**src/design/sfr_map.svh**
```systemverilog
// register map, field positions and timing constants of the status flag unit
// Operation
// - reading either null register keeps serial data output low throughout
// - writes to either null register are dropped, no state changes
// - status register is read-only, reports every flag regardless of masks
// - each status flag reads one when asserted, zero when inactive
// - lowest status byte carries detail bits refining the upper flags
// - ecg fifo flag follows stored records at or above threshold
// - ecg overflow sets on overflow, clears on fifo reset or resync
// - fast-recovery flag asserts when recovery engages; clear mode selects clearing
// - dc lead-off flag asserts after lead-off lasts more than 90 ms
// - sticky flags hold while condition persists, clear on 32nd status clock
// - bioz fifo flag follows stored records at or above bioz threshold
// - bioz overflow sets on overflow, clears on fifo reset or resync
// - over-range flag asserts after 100 ms above high threshold, sticky
// - under-range flag asserts after 1.7 s within low threshold, sticky
// - drive monitor flag asserts after 128 ms lead-off on either generator
// - pacing fifo flag stays set while pacing records remain
// - pacing overflow sets on overflow, clears on fifo reset or resync
// - pacing edge flag marks edges in real time; clear mode selects clearing
// - leads-on flag asserts on mode 01/10; one status read arms detection
// - armed leads-on flag follows condition then holds until status read
// - pll flag asserts only with a channel enabled and lock absent, sticky
// - four dc lead-off detail bits assert together with the lead-off flag
// - active-low irq outputs OR the flags enabled in each mask, masks reset zero
// - r-event flag asserts on each new r event; clear mode selects clearing
`ifndef SFR_MAP_SVH
`define SFR_MAP_SVH

`define SFR_ADDR_NULL_LO   7'h00
`define SFR_ADDR_STATUS    7'h01
`define SFR_ADDR_MASK_PRI  7'h02
`define SFR_ADDR_MASK_SEC  7'h03
`define SFR_ADDR_NULL_HI   7'h7f

`define SFR_FRAME_LAST     6'h1f
`define SFR_CMD_LAST       6'h07

`define SFR_BIT_ECG_IRQ    23
`define SFR_BIT_ECG_OVF    22
`define SFR_BIT_FAST       21
`define SFR_BIT_DCLOFF     20
`define SFR_BIT_BIOZ_IRQ   19
`define SFR_BIT_BIOZ_OVF   18
`define SFR_BIT_OVER       17
`define SFR_BIT_UNDER      16
`define SFR_BIT_DRV_MON    15
`define SFR_BIT_PACE_IRQ   14
`define SFR_BIT_PACE_OVF   13
`define SFR_BIT_PACING_EDGE_FLAG      12
`define SFR_BIT_LEADS_ON   11
`define SFR_BIT_R_EVENT    10
`define SFR_BIT_BASE_TICK  9
`define SFR_BIT_PLL        8
`define SFR_BIT_DRIVE_POS_OUTPUT       5
`define SFR_BIT_DRIVE_NEG_OUTPUT       4

`define SFR_MASK_RST       16'h0000
`define SFR_CLR_SELF       2'h1
`define SFR_LON_MODE_A     2'h1
`define SFR_LON_MODE_B     2'h2

`define SFR_CLK_KHZ        40000
`define SFR_DCLOFF_MS      90
`define SFR_OVER_MS        100
`define SFR_UNDER_S        1.7
`define SFR_DRV_MON_MS     128

`endif

```
**src/design/sfr_pkg.sv**
```systemverilog
// types shared by the status flag unit modules
package sfr_pkg;

  typedef enum logic [1:0] {
    SFR_IDLE,
    SFR_CMD,
    SFR_DATA,
    SFR_WAIT
  } sfr_phase_e;

  typedef struct packed {
    logic [31:0] cnt;
    logic        done;
  } sfr_timer_s;

  typedef struct packed {
    logic       csb_m;
    logic       csb_s;
    logic       sclk_m;
    logic       sclk_s;
    logic       sclk_p;
    logic       sdi_m;
    logic       sdi_s;
    sfr_phase_e phase;
    logic [5:0]  bit_cnt;
    logic [6:0]  addr;
    logic        rd;
    logic [23:0] shin;
    logic [23:0] shout;
    logic [23:0] snap;
    logic        sdo;
    logic [23:0] flags;
    logic        lon_armed;
    logic [15:0] mask_pri;
    logic [15:0] mask_sec;
    logic        irq_pri_n;
    logic        irq_sec_n;
  } sfr_state_s;

endpackage : sfr_pkg

```
**src/design/sfr_hold_timer.sv**
```systemverilog
// persistence timer: reports a condition that has held for a set number of cycles
`timescale 1ns/1ps
module sfr_hold_timer #(
  parameter int unsigned CYCLES = 1
) (
  input  wire logic core_clk,
  input  wire logic rst_n,
  input  wire logic cond,
  output logic      expired
);

  sfr_pkg::sfr_timer_s q;
  sfr_pkg::sfr_timer_s d;

  // --------------------------------------------------------------------
  // counting
  // --------------------------------------------------------------------
  always_comb begin
    d = q;
    if (!cond) begin
      d.cnt  = 32'h0;
      d.done = 1'b0;
    end else begin
      // saturate so a condition held for hours never wraps back to idle
      if (q.cnt != CYCLES) begin
        d.cnt = q.cnt + 32'h1;
      end
      d.done = (d.cnt == CYCLES);
    end
  end

  always_ff @(posedge core_clk or negedge rst_n) begin
    if (!rst_n) begin
      q <= '0;
    end else begin
      q <= d;
    end
  end

  assign expired = q.done;

endmodule : sfr_hold_timer

```
**src/design/sfr_top.sv**
```systemverilog
// status flag unit: serial register port, status flags and interrupt outputs
`timescale 1ns/1ps
`include "sfr_map.svh"
module sfr_top #(
  parameter int unsigned DCLOFF_CYC  = `SFR_DCLOFF_MS * `SFR_CLK_KHZ + 1,
  parameter int unsigned OVER_CYC    = `SFR_OVER_MS * `SFR_CLK_KHZ,
  parameter int unsigned UNDER_CYC   = int'(`SFR_UNDER_S * 1000.0) * `SFR_CLK_KHZ,
  parameter int unsigned DRV_MON_CYC = `SFR_DRV_MON_MS * `SFR_CLK_KHZ
) (
  input  wire logic       core_clk,
  input  wire logic       arst_n,
  // serial port pins
  input  wire logic       csb_n,
  input  wire logic       sclk,
  input  wire logic       sdi,
  output logic            sdo,
  output logic            sdo_oe,
  // measurement channel conditions, core_clk domain
  input  wire logic       ecg_thresh_met,
  input  wire logic       ecg_overflow_evt,
  input  wire logic       fast_recovery_active,
  input  wire logic       dc_lead_off_cond,
  input  wire logic [3:0] dc_lead_off_detail,
  input  wire logic       bioz_thresh_met,
  input  wire logic       bioz_overflow_evt,
  input  wire logic       bioz_above_high,
  input  wire logic       bioz_within_low,
  input  wire logic       drive_pos_lead_off,
  input  wire logic       drive_neg_lead_off,
  input  wire logic       pacing_records_avail,
  input  wire logic       pacing_overflow_evt,
  input  wire logic       pacing_edge_evt,
  input  wire logic       leads_on_cond,
  input  wire logic       r_event_evt,
  input  wire logic       base_rate_tick,
  input  wire logic       pll_locked,
  input  wire logic       channels_enabled,
  input  wire logic       fifo_reset_cmd,
  input  wire logic       resync_command,
  input  wire logic [1:0] low_power_leads_on_mode,
  input  wire logic [1:0] fast_recovery_clear_mode,
  input  wire logic [1:0] pacing_edge_clear_mode,
  input  wire logic [1:0] r_event_clear_mode,
  // outputs
  output logic [23:0]     status_flags,
  output logic            irq_out_primary_n,
  output logic            irq_out_secondary_n
);

  // --------------------------------------------------------------------
  // reset release
  // --------------------------------------------------------------------
  logic [1:0] rst_sync_q;
  logic       rst_n;

  always_ff @(posedge core_clk or negedge arst_n) begin
    if (!arst_n) begin
      rst_sync_q <= 2'h0;
    end else begin
      rst_sync_q <= {rst_sync_q[0], 1'b1};
    end
  end

  assign rst_n = rst_sync_q[1];

  // --------------------------------------------------------------------
  // persistence timers
  // --------------------------------------------------------------------
  localparam int unsigned NTMR = 5;
  localparam int unsigned TMR_CYC [NTMR] = '{DCLOFF_CYC, OVER_CYC, UNDER_CYC,
                                            DRV_MON_CYC, DRV_MON_CYC};

  logic [NTMR-1:0] tmr_cond;
  logic [NTMR-1:0] tmr_done;

  assign tmr_cond = {drive_neg_lead_off, drive_pos_lead_off, bioz_within_low,
                     bioz_above_high, dc_lead_off_cond};

  for (genvar i = 0; i < NTMR; i++) begin : g_tmr
    sfr_hold_timer #(
      .CYCLES (TMR_CYC[i])
    ) u_tmr (
      .core_clk (core_clk),
      .rst_n    (rst_n),
      .cond     (tmr_cond[i]),
      .expired  (tmr_done[i])
    );
  end

  // --------------------------------------------------------------------
  // helpers
  // --------------------------------------------------------------------
  function automatic logic sticky(input logic prev, input logic set, input logic clr);
    // a set arriving with the clear wins
    sticky = set | (prev & ~clr);
  endfunction : sticky

  sfr_pkg::sfr_state_s q;
  sfr_pkg::sfr_state_s d;

  logic        sclk_rise;
  logic        sclk_fall;
  logic        status_clr;
  logic [23:0] rc;
  logic [23:0] word_in;
  logic [23:0] rd_val;
  logic        ovf_clr;
  logic        lon_mode_on;

  assign sclk_rise   = q.sclk_s & ~q.sclk_p;
  assign sclk_fall   = ~q.sclk_s & q.sclk_p;
  assign word_in     = {q.shin[22:0], q.sdi_s};
  assign ovf_clr     = fifo_reset_cmd | resync_command;
  assign lon_mode_on = (low_power_leads_on_mode == `SFR_LON_MODE_A) ||
                       (low_power_leads_on_mode == `SFR_LON_MODE_B);

  always_comb begin
    rd_val = 24'h0;
    case (q.shin[6:0])
      `SFR_ADDR_STATUS:   rd_val = q.flags;
      `SFR_ADDR_MASK_PRI: rd_val = {q.mask_pri, 8'h00};
      `SFR_ADDR_MASK_SEC: rd_val = {q.mask_sec, 8'h00};
      default:            rd_val = 24'h0;
    endcase
  end

  // --------------------------------------------------------------------
  // serial port and flag logic
  // --------------------------------------------------------------------
  always_comb begin
    d          = q;
    status_clr = 1'b0;
    d.csb_m    = csb_n;
    d.csb_s    = q.csb_m;
    d.sclk_m   = sclk;
    d.sclk_s   = q.sclk_m;
    d.sclk_p   = q.sclk_s;
    d.sdi_m    = sdi;
    d.sdi_s    = q.sdi_m;

    case (q.phase)
      sfr_pkg::SFR_IDLE: begin
        d.sdo = 1'b0;
        if (!q.csb_s) begin
          d.phase   = sfr_pkg::SFR_CMD;
          d.bit_cnt = 6'h0;
        end
      end
      sfr_pkg::SFR_CMD: begin
        if (sclk_rise) begin
          d.shin    = word_in;
          d.bit_cnt = q.bit_cnt + 6'h1;
          if (q.bit_cnt == `SFR_CMD_LAST) begin
            d.addr  = q.shin[6:0];
            d.rd    = q.sdi_s;
            d.shout = q.sdi_s ? rd_val : 24'h0;
            d.snap  = q.flags;
            d.phase = sfr_pkg::SFR_DATA;
          end
        end
      end
      sfr_pkg::SFR_DATA: begin
        if (sclk_fall && q.rd) begin
          d.sdo   = q.shout[23];
          d.shout = {q.shout[22:0], 1'b0};
        end
        if (sclk_rise) begin
          d.shin    = word_in;
          d.bit_cnt = q.bit_cnt + 6'h1;
          if (q.bit_cnt == `SFR_FRAME_LAST) begin
            d.phase = sfr_pkg::SFR_WAIT;
            if (q.rd && q.addr == `SFR_ADDR_STATUS) begin
              status_clr = 1'b1;
            end
            // status and null addresses take no write at all
            if (!q.rd && q.addr == `SFR_ADDR_MASK_PRI) begin
              d.mask_pri = word_in[23:8];
            end
            if (!q.rd && q.addr == `SFR_ADDR_MASK_SEC) begin
              d.mask_sec = word_in[23:8];
            end
          end
        end
      end
      sfr_pkg::SFR_WAIT: begin
        d.sdo = 1'b0;
      end
      default: begin
        d.phase = sfr_pkg::SFR_IDLE;
      end
    endcase

    // deselect ends any frame; a short frame clears and writes nothing
    if (q.csb_s) begin
      d.phase = sfr_pkg::SFR_IDLE;
      d.sdo   = 1'b0;
    end

    // only bits already reported are cleared, so a flag that rises during
    // the read is kept for the next read instead of being lost
    rc = status_clr ? q.snap : 24'h0;

    // level flags track their source directly
    d.flags[`SFR_BIT_ECG_IRQ]  = ecg_thresh_met;
    d.flags[`SFR_BIT_BIOZ_IRQ] = bioz_thresh_met;
    d.flags[`SFR_BIT_PACE_IRQ] = pacing_records_avail;

    // overflow flags clear only by fifo reset or resync
    d.flags[`SFR_BIT_ECG_OVF]  = sticky(q.flags[`SFR_BIT_ECG_OVF],
                                        ecg_overflow_evt, ovf_clr);
    d.flags[`SFR_BIT_BIOZ_OVF] = sticky(q.flags[`SFR_BIT_BIOZ_OVF],
                                        bioz_overflow_evt, ovf_clr);
    d.flags[`SFR_BIT_PACE_OVF] = sticky(q.flags[`SFR_BIT_PACE_OVF],
                                        pacing_overflow_evt, ovf_clr);

    // clear-mode flags: self-clearing or held until a status read
    if (fast_recovery_clear_mode == `SFR_CLR_SELF) begin
      d.flags[`SFR_BIT_FAST] = fast_recovery_active;
    end else begin
      d.flags[`SFR_BIT_FAST] = sticky(q.flags[`SFR_BIT_FAST],
                                      fast_recovery_active, rc[`SFR_BIT_FAST]);
    end
    if (pacing_edge_clear_mode == `SFR_CLR_SELF) begin
      d.flags[`SFR_BIT_PACING_EDGE_FLAG] = pacing_edge_evt;
    end else begin
      d.flags[`SFR_BIT_PACING_EDGE_FLAG] = sticky(q.flags[`SFR_BIT_PACING_EDGE_FLAG],
                                       pacing_edge_evt, rc[`SFR_BIT_PACING_EDGE_FLAG]);
    end
    if (r_event_clear_mode == `SFR_CLR_SELF) begin
      d.flags[`SFR_BIT_R_EVENT] = r_event_evt;
    end else begin
      d.flags[`SFR_BIT_R_EVENT] = sticky(q.flags[`SFR_BIT_R_EVENT],
                                         r_event_evt, rc[`SFR_BIT_R_EVENT]);
    end

    // timed sticky flags
    d.flags[`SFR_BIT_DCLOFF]  = sticky(q.flags[`SFR_BIT_DCLOFF], tmr_done[0],
                                       rc[`SFR_BIT_DCLOFF]);
    d.flags[`SFR_BIT_OVER]    = sticky(q.flags[`SFR_BIT_OVER], tmr_done[1],
                                       rc[`SFR_BIT_OVER]);
    d.flags[`SFR_BIT_UNDER]   = sticky(q.flags[`SFR_BIT_UNDER], tmr_done[2],
                                       rc[`SFR_BIT_UNDER]);
    d.flags[`SFR_BIT_DRIVE_POS_OUTPUT]    = sticky(q.flags[`SFR_BIT_DRIVE_POS_OUTPUT], tmr_done[3],
                                       rc[`SFR_BIT_DRIVE_POS_OUTPUT]);
    d.flags[`SFR_BIT_DRIVE_NEG_OUTPUT]    = sticky(q.flags[`SFR_BIT_DRIVE_NEG_OUTPUT], tmr_done[4],
                                       rc[`SFR_BIT_DRIVE_NEG_OUTPUT]);
    d.flags[`SFR_BIT_DRV_MON] = sticky(q.flags[`SFR_BIT_DRV_MON],
                                       tmr_done[3] | tmr_done[4],
                                       rc[`SFR_BIT_DRV_MON]);
    for (int b = 0; b < 4; b++) begin
      d.flags[b] = sticky(q.flags[b], tmr_done[0] & dc_lead_off_detail[b],
                          rc[b]);
    end

    d.flags[`SFR_BIT_BASE_TICK] = sticky(q.flags[`SFR_BIT_BASE_TICK],
                                         base_rate_tick, rc[`SFR_BIT_BASE_TICK]);
    d.flags[`SFR_BIT_PLL] = sticky(q.flags[`SFR_BIT_PLL],
                                   channels_enabled & ~pll_locked,
                                   rc[`SFR_BIT_PLL]);
    d.flags[7:6] = 2'h0;

    // leads-on: flag raised on entry to the mode, first status read arms
    if (!lon_mode_on) begin
      d.lon_armed                 = 1'b0;
      d.flags[`SFR_BIT_LEADS_ON]  = 1'b0;
    end else if (!q.lon_armed) begin
      d.flags[`SFR_BIT_LEADS_ON] = ~rc[`SFR_BIT_LEADS_ON];
      d.lon_armed                = rc[`SFR_BIT_LEADS_ON];
    end else begin
      d.flags[`SFR_BIT_LEADS_ON] = sticky(q.flags[`SFR_BIT_LEADS_ON],
                                          leads_on_cond,
                                          rc[`SFR_BIT_LEADS_ON]);
    end

    d.irq_pri_n = ~|(d.flags[23:8] & q.mask_pri);
    d.irq_sec_n = ~|(d.flags[23:8] & q.mask_sec);
  end

  // --------------------------------------------------------------------
  // state register
  // --------------------------------------------------------------------
  always_ff @(posedge core_clk or negedge rst_n) begin
    if (!rst_n) begin
      q           <= '0;
      q.csb_m     <= 1'b1;
      q.csb_s     <= 1'b1;
      q.phase     <= sfr_pkg::SFR_IDLE;
      q.mask_pri  <= `SFR_MASK_RST;
      q.mask_sec  <= `SFR_MASK_RST;
      q.irq_pri_n <= 1'b1;
      q.irq_sec_n <= 1'b1;
    end else begin
      q <= d;
    end
  end

  assign sdo                 = q.sdo;
  assign sdo_oe              = ~q.csb_s;
  assign status_flags        = q.flags;
  assign irq_out_primary_n   = q.irq_pri_n;
  assign irq_out_secondary_n = q.irq_sec_n;

endmodule : sfr_top

```
**config.mk**
```make
export PLATFORM = sky130hd
export DESIGN_NAME = sfr_top
export DESIGN_NICKNAME = d
export VERILOG_FILES = /design/src/design/sfr_pkg.sv /design/src/design/sfr_hold_timer.sv /design/src/design/sfr_top.sv
export VERILOG_INCLUDE_DIRS = /design/src /design/src/design
export SDC_FILE = /design/constraint.sdc
export NUM_CORES = 1
export LEC_CHECK = 0
export BUFFER_PORTS_ARGS = -buffer_cell sky130_fd_sc_hd__buf_2
export CELL_PAD_IN_SITES_DETAIL_PLACEMENT = 1
export CELL_PAD_IN_SITES_GLOBAL_PLACEMENT = 1
export CORE_MARGIN = 4
export CORE_UTILIZATION = 40
export CTS_BUF_LIST = sky130_fd_sc_hd__clkbuf_2 sky130_fd_sc_hd__clkbuf_4 sky130_fd_sc_hd__clkbuf_8
export DETAILED_ROUTE_END_ITERATION = 10
export PLACE_DENSITY_LB_ADDON = 0.1
export SETUP_SLACK_MARGIN = 0.02
export SKIP_LAST_GASP = 1
export SLEW_MARGIN = 20
export SYNTH_ARGS = -nofsm -noshare
export SYNTH_HDL_FRONTEND = slang
export SYNTH_SLANG_ARGS = --single-unit
```
**constraint.sdc**
```tcl
create_clock -name core_clk -period 8.7 [get_ports core_clk]
set_input_delay 1.74 -clock core_clk [delete_from_list [all_inputs] [get_ports core_clk]]
set_output_delay 1.74 -clock core_clk [all_outputs]
set_load 0.01 [all_outputs]
```
Yosys cells after proc, flatten, opt, wreduce, memory -nomap -nowiden
Index checks and enable logic that the tools add are counted.
{ "op_classes": {"addsub": 6, "n_eq_ne": 36, "muxes": 44, "bitwise": 70, "reduce_logical": 24} }
{ "op_table": {"columns": ["operator", "count"], "rows": [
  ["$mux 32", 10],
  ["$mux 33", 5],
  ["$add 32x1->32 const B", 5],
  ["$pmux 47 s2", 1],
  ["$mux 88", 1],
  ["$pmux 24 s3", 1],
  ["$eq 32x22->1 const B", 2],
  ["$eq 32x23->1 const B", 2],
  ["$ne 32x22->1 const B", 2],
  ["$ne 32x23->1 const B", 2],
  ["$mux 24", 2],
  ["$mux 48", 1],
  ["$and 16x16->16", 2],
  ["$eq 32x27->1 const B", 1],
  ["$ne 32x27->1 const B", 1],
  ["$reduce_or 16->1", 2],
  ["$eq 7x2->1 const B", 4],
  ["$and 1x1->1", 26],
  ["$mux 8", 3],
  ["$pmux 8 s3", 1],
  ["$mux 23", 1],
  ["$mux 22", 1],
  ["$not 1->1", 21],
  ["$or 1x1->1", 21],
  ["23 further kinds", 62]
]} }
{ "totals": {"ff_bits": 317, "input_bits": 37, "out_inout_bits": 28} }

Depth between registers and ports, before layout
{ "logic_depth": {"depth_word": 15, "ltp_mapped": 10, "mapped_depth_nobuf": 9} }

Cells and area by module
A second synthesis with hierarchy kept.
{ "unflattened": {"cells_unflattened": 1790, "area_unflattened_um2": 17839.6} }
{ "by_module_without_submodules": {"columns": ["module", "instances", "cells_per_inst", "area_each_um2", "seq_area_each_um2"], "rows": [
  ["sfr_top", 1, 551, 6572.6, 3658.5],
  ["sfr_hold_timer at g_tmr[3].u_tmr ...", 2, 257, 2336.0, 825.8],
  ["sfr_hold_timer at g_tmr[2].u_tmr", 1, 246, 2224.6, 825.8],
  ["sfr_hold_timer at g_tmr[0].u_tmr", 1, 236, 2197.1, 825.8],
  ["sfr_hold_timer at g_tmr[1].u_tmr", 1, 243, 2173.3, 825.8]
]} }

Worst setup path before layout
OpenSTA, ideal clock, no wires.
{ "synth_path": {"kind": "in2reg", "from": "in bioz_within_low", "to": "reg g_tmr[2].u_tmr.q, in the netlist g_tmr[2].u_tmr.expired", "setup_ps": 101, "arrival_time_ps": 2618, "required_time_ps": 8599, "path_slack_ps": 5981, "path_stages": 4, "cell_sequence": "nor4bb_1 -> nand4_1 -> or3_1 -> nor4_1"} }
{ "synth_lines": {"columns": ["element", "line", "text"], "rows": [
  ["from (decl)", "sfr_top.sv:27", "input wire logic bioz_within_low,"],
  ["to (signal assigned)", "sfr_hold_timer.sv:34", "q <= '0;"],
  ["to (signal assigned)", "sfr_hold_timer.sv:36", "q <= d;"],
  ["to (decl)", "sfr_hold_timer.sv:12", "sfr_pkg::sfr_timer_s q;"]
]} }

==> flow_summary.toml <==
[run_status]
status = "finished, final reports clean"

[setup_path]
reg2reg_depth = 11
r2r_slack_ns = 5.34
worstPathCellList = "inv_1, ha_1, buf_4, nand4bb_1, nor4_4, buf_4, nand2_1, a31o_2, a222oi_1, nand3_1, nor2_1"
worstPathArrival_ns = 3.91
timing.rr.start = "q[146]"
r2r_end = "irq_out_secondary_n"
end_kind = "flop"
cp-start-kind = "flop"
crit_top_cell = "buf_4"
cp_slowest_cell = "a222oi_1"
crit_required_ns = 9.26
worstPathMaxFanout = 32
cp_slowest_stage_delay_ns = 0.72
crit_type = "flop to flop"

[clock_network]
cts_hold_buf = 0
post-cts-setup-buffers = 0
cts.sinks = 311
htree_levels = 2
insertion_delay_ns = 0.64
cts_buffers = 58
root_buffer = "clkbuf_8"
post_cts_resized = 0
clk_pin_slew_worst_paths_ns = 0.06
cts_tree = "done"
clockBufferDepth = 3

[logic_synthesis]
ys_seq_area_frac = 0.4593
syn_area_mm2 = 0.01696
synth_cell_types = 75
synthCells = 1697
yosysWarnings = 0
synth_ff_type = "dfrtp_1"
synthArstFlopShare = 1.000
synth_edf_count = 0
synth_seq_cells = 311
synth_area_per_cell_um2 = 9.992

[layout]
antenna_cells = 0
final_cell_mix = "dfrtp_1 (306), nand2_1 (129), xnor2_1 (117)"
synthToLayoutAreaGrowth_pct = 11.17
final_nets = 1763
stdcell_count = 2298
drive_gt1_frac = 0.1723
final_common_cell = "dfrtp_1"

[global_route]
grt_overflow = 0
grt_max_degree = 76
first_global_vias = 13320
grt_usage = 0.1914
grt_first_pass_wirelength_um = 71770
antenna_found_initial = 0

[pwr]
p_leak_nw = 8.167
power_density_mw_per_mm2 = 178.3
ir_worst_vdd_mv = 0.1252

[timing]
tightest_slew_ns = 0.9911
setup_slack_ns = 5.344
report.final.setup_viol = 0
fin_crit_ns = 3.356
max_freq_mhz = 298.0
period_share = 0.3857
drv_slew = 0
finalClockSkew_ns = 0.01498
rsz0062_at_grt = "no"
finalSetupTns_ns = 0
relSlewSlack = 0.3338
final-hold-violation-count = 0

[place]
io_buffers = 62
place.gp.congestion = 0.8044
hpwl_um = 29600
dp_slack_ns = 5.243
dp_cells = 2188

[die]
die_y_um = 213.9
initial_core_util = 0.4042
row_count = 75
fp.dieW_um = 213.9
num_io_pins = 65
core_mm2 = 0.04195
dieArea_mm2 = 0.04575

[route]
drt_iter0_drc = 628
dr_wl_met2_um = 19170
drtAntennaViolNets = 0
wl_um = 43370
via_count = 12680
avgRoutedWirePerCell_um = 18.87
drc = 0
highest_layer = "met4"
drt_first_pass_iters = 5
met1Wirelength_um = 21500
wl_met3_um = 1736
viasPerCell = 5.518

[worst_hold_path]
worstHoldPathType = "flop to async pin"

[flow_run]
drv_cap = 0
==> Yosys cell counts, drive strengths merged, types with 3 or more instances <==
cell     instances  area [um2]
a211oi           9       67.56
a21boi           7       52.55
a21o            11       82.58
a21oi           17       85.08
a221oi           3       26.28
a222oi           4       40.04
a22o            47       411.6
a22oi           29       217.7
a31o             3       26.28
a31oi           15       93.84
and2           105       656.9
and3            24       150.1
and4            20       175.2
buf             48       309.1
clkbuf          76       302.8
dfrtp          307        7682
dfstp            4       105.1
ha              15       187.7
inv             34       127.6
mux2            74       837.1
mux2i           12       120.1
nand2          129       484.2
nand2b          14       87.58
nand3           79       400.4
nand3b           5       37.54
nand4           63       419.2
nand4b           5       43.79
nor2            92       345.3
nor2b           36       225.2
nor3            46       250.2
nor3b           10       75.07
nor4            40       345.3
nor4b           10       102.6
nor4bb           3       30.03
o2111ai          3       26.28
o21a             7       52.55
o21ai           52       260.3
o22ai            4       25.02
o31ai            8       60.06
or2              5       31.28
or3             17       106.4
or4              9       71.32
or4b             4       40.04
xnor2          117        1025
xor2            54       473.0
==> cell type report <==
cell class / count / area [um2]
timing repair buffer: 77 / 450.4
clock buffer: 79 / 1018
fill: 4675 / 23100
tap: 539 / 674.4
clock inverter: 29 / 320.3
sequential: 311 / 7791
inverter: 34 / 127.6
multi-input combinational: 1229 / 8468
==> worst max-delay path by stage <==
stage | start | end | slack [ns] | depth (start not counted)
after detailed placement | q[146] | q[15] | 5.24 | 7
after floorplan | rst_sync_q[1] | d[148] | 3.62 | 0
final | q[146] | irq_out_secondary_n | 5.34 | 11
after CTS | q[146] | q[11] | 5.20 | 7
after global placement | fast_recovery_clear_mode[1] | irq_out_secondary_n | 5.32 | 6
after global routing | q[146] | irq_out_secondary_n | 5.06 | 11
==> cell families (layout without fill, tap and decap cells) <==
kind of cell    count (synthesis)  in the layout  synth area share
mux                            86             86           0.05645
compound gates                235            235           0.09844
simple gates                  719            719            0.2424
flops                         311            311            0.4593
xor+xnor                      171            171           0.08833
fa+ha+maj                      15             15           0.01107
buf+inv                       158            219           0.04361
other cells                     2              3         0.0004429
==> per-layer routing <==
layer	GRT usage	up-vias
met5	0	-
met4	0.05760	0
met3	0.03336	67
met2	0.2938	170
met1	0.2783	6390
li1	-	6053
==> worst max-delay path, delay by kind of cell, from the launching register on <==
| family | cells | cell delay, ns |
|---|---|---|
| adders and majority gates | 1 | 0.15 |
| DFF | 1 | 0.41 |
| AOI/OAI and AO/OA | 2 | 1.02 |
| buffers and inverters | 3 | 0.78 |
| and+or+nand+nor | 5 | 0.91 |
==> metrics by stage <==
| step | utilization | hold WS [ns] | area [um2] | power, mW |
|---|---|---|---|---|
| after CTS | 0.4481 | 0.2699 | 18800 | 3.426 |
| after detailed placement | 0.4162 | 0.2666 | 17460 | 1.771 |
| after global routing | 0.4494 | 0.2958 | 18850 | 3.520 |
| after global placement | 0.4162 | 0.2657 | 17460 | 1.767 |
| final | 0.4494 | 0.2530 | 18850 | 3.362 |
| after floorplan | - | 0.3311 | 16960 | 1.686 |
==> power by group <==
group          switching, mW  total [mW]  leakage, nW  internal [mW]
registers             0.0471        1.51         4.25           1.47
logic                  0.160       0.233         3.23         0.0732
clock network          0.670        1.62        0.689          0.946
==> registers in the layout, indices dropped and copies added (netlist names) <==
| register | cells |
|---|---|
| rst_sync_q | 2 |
| g_tmr.u_tmr.expired | 5 |
| g_tmr.u_tmr.q | 160 |
| status_flags | 22 |
| irq_out_secondary_n | 1 |
| irq_out_primary_n | 1 |
| sdo | 1 |
| d | 4 |
| q | 115 |
Power figures use the tool's default switching activity.
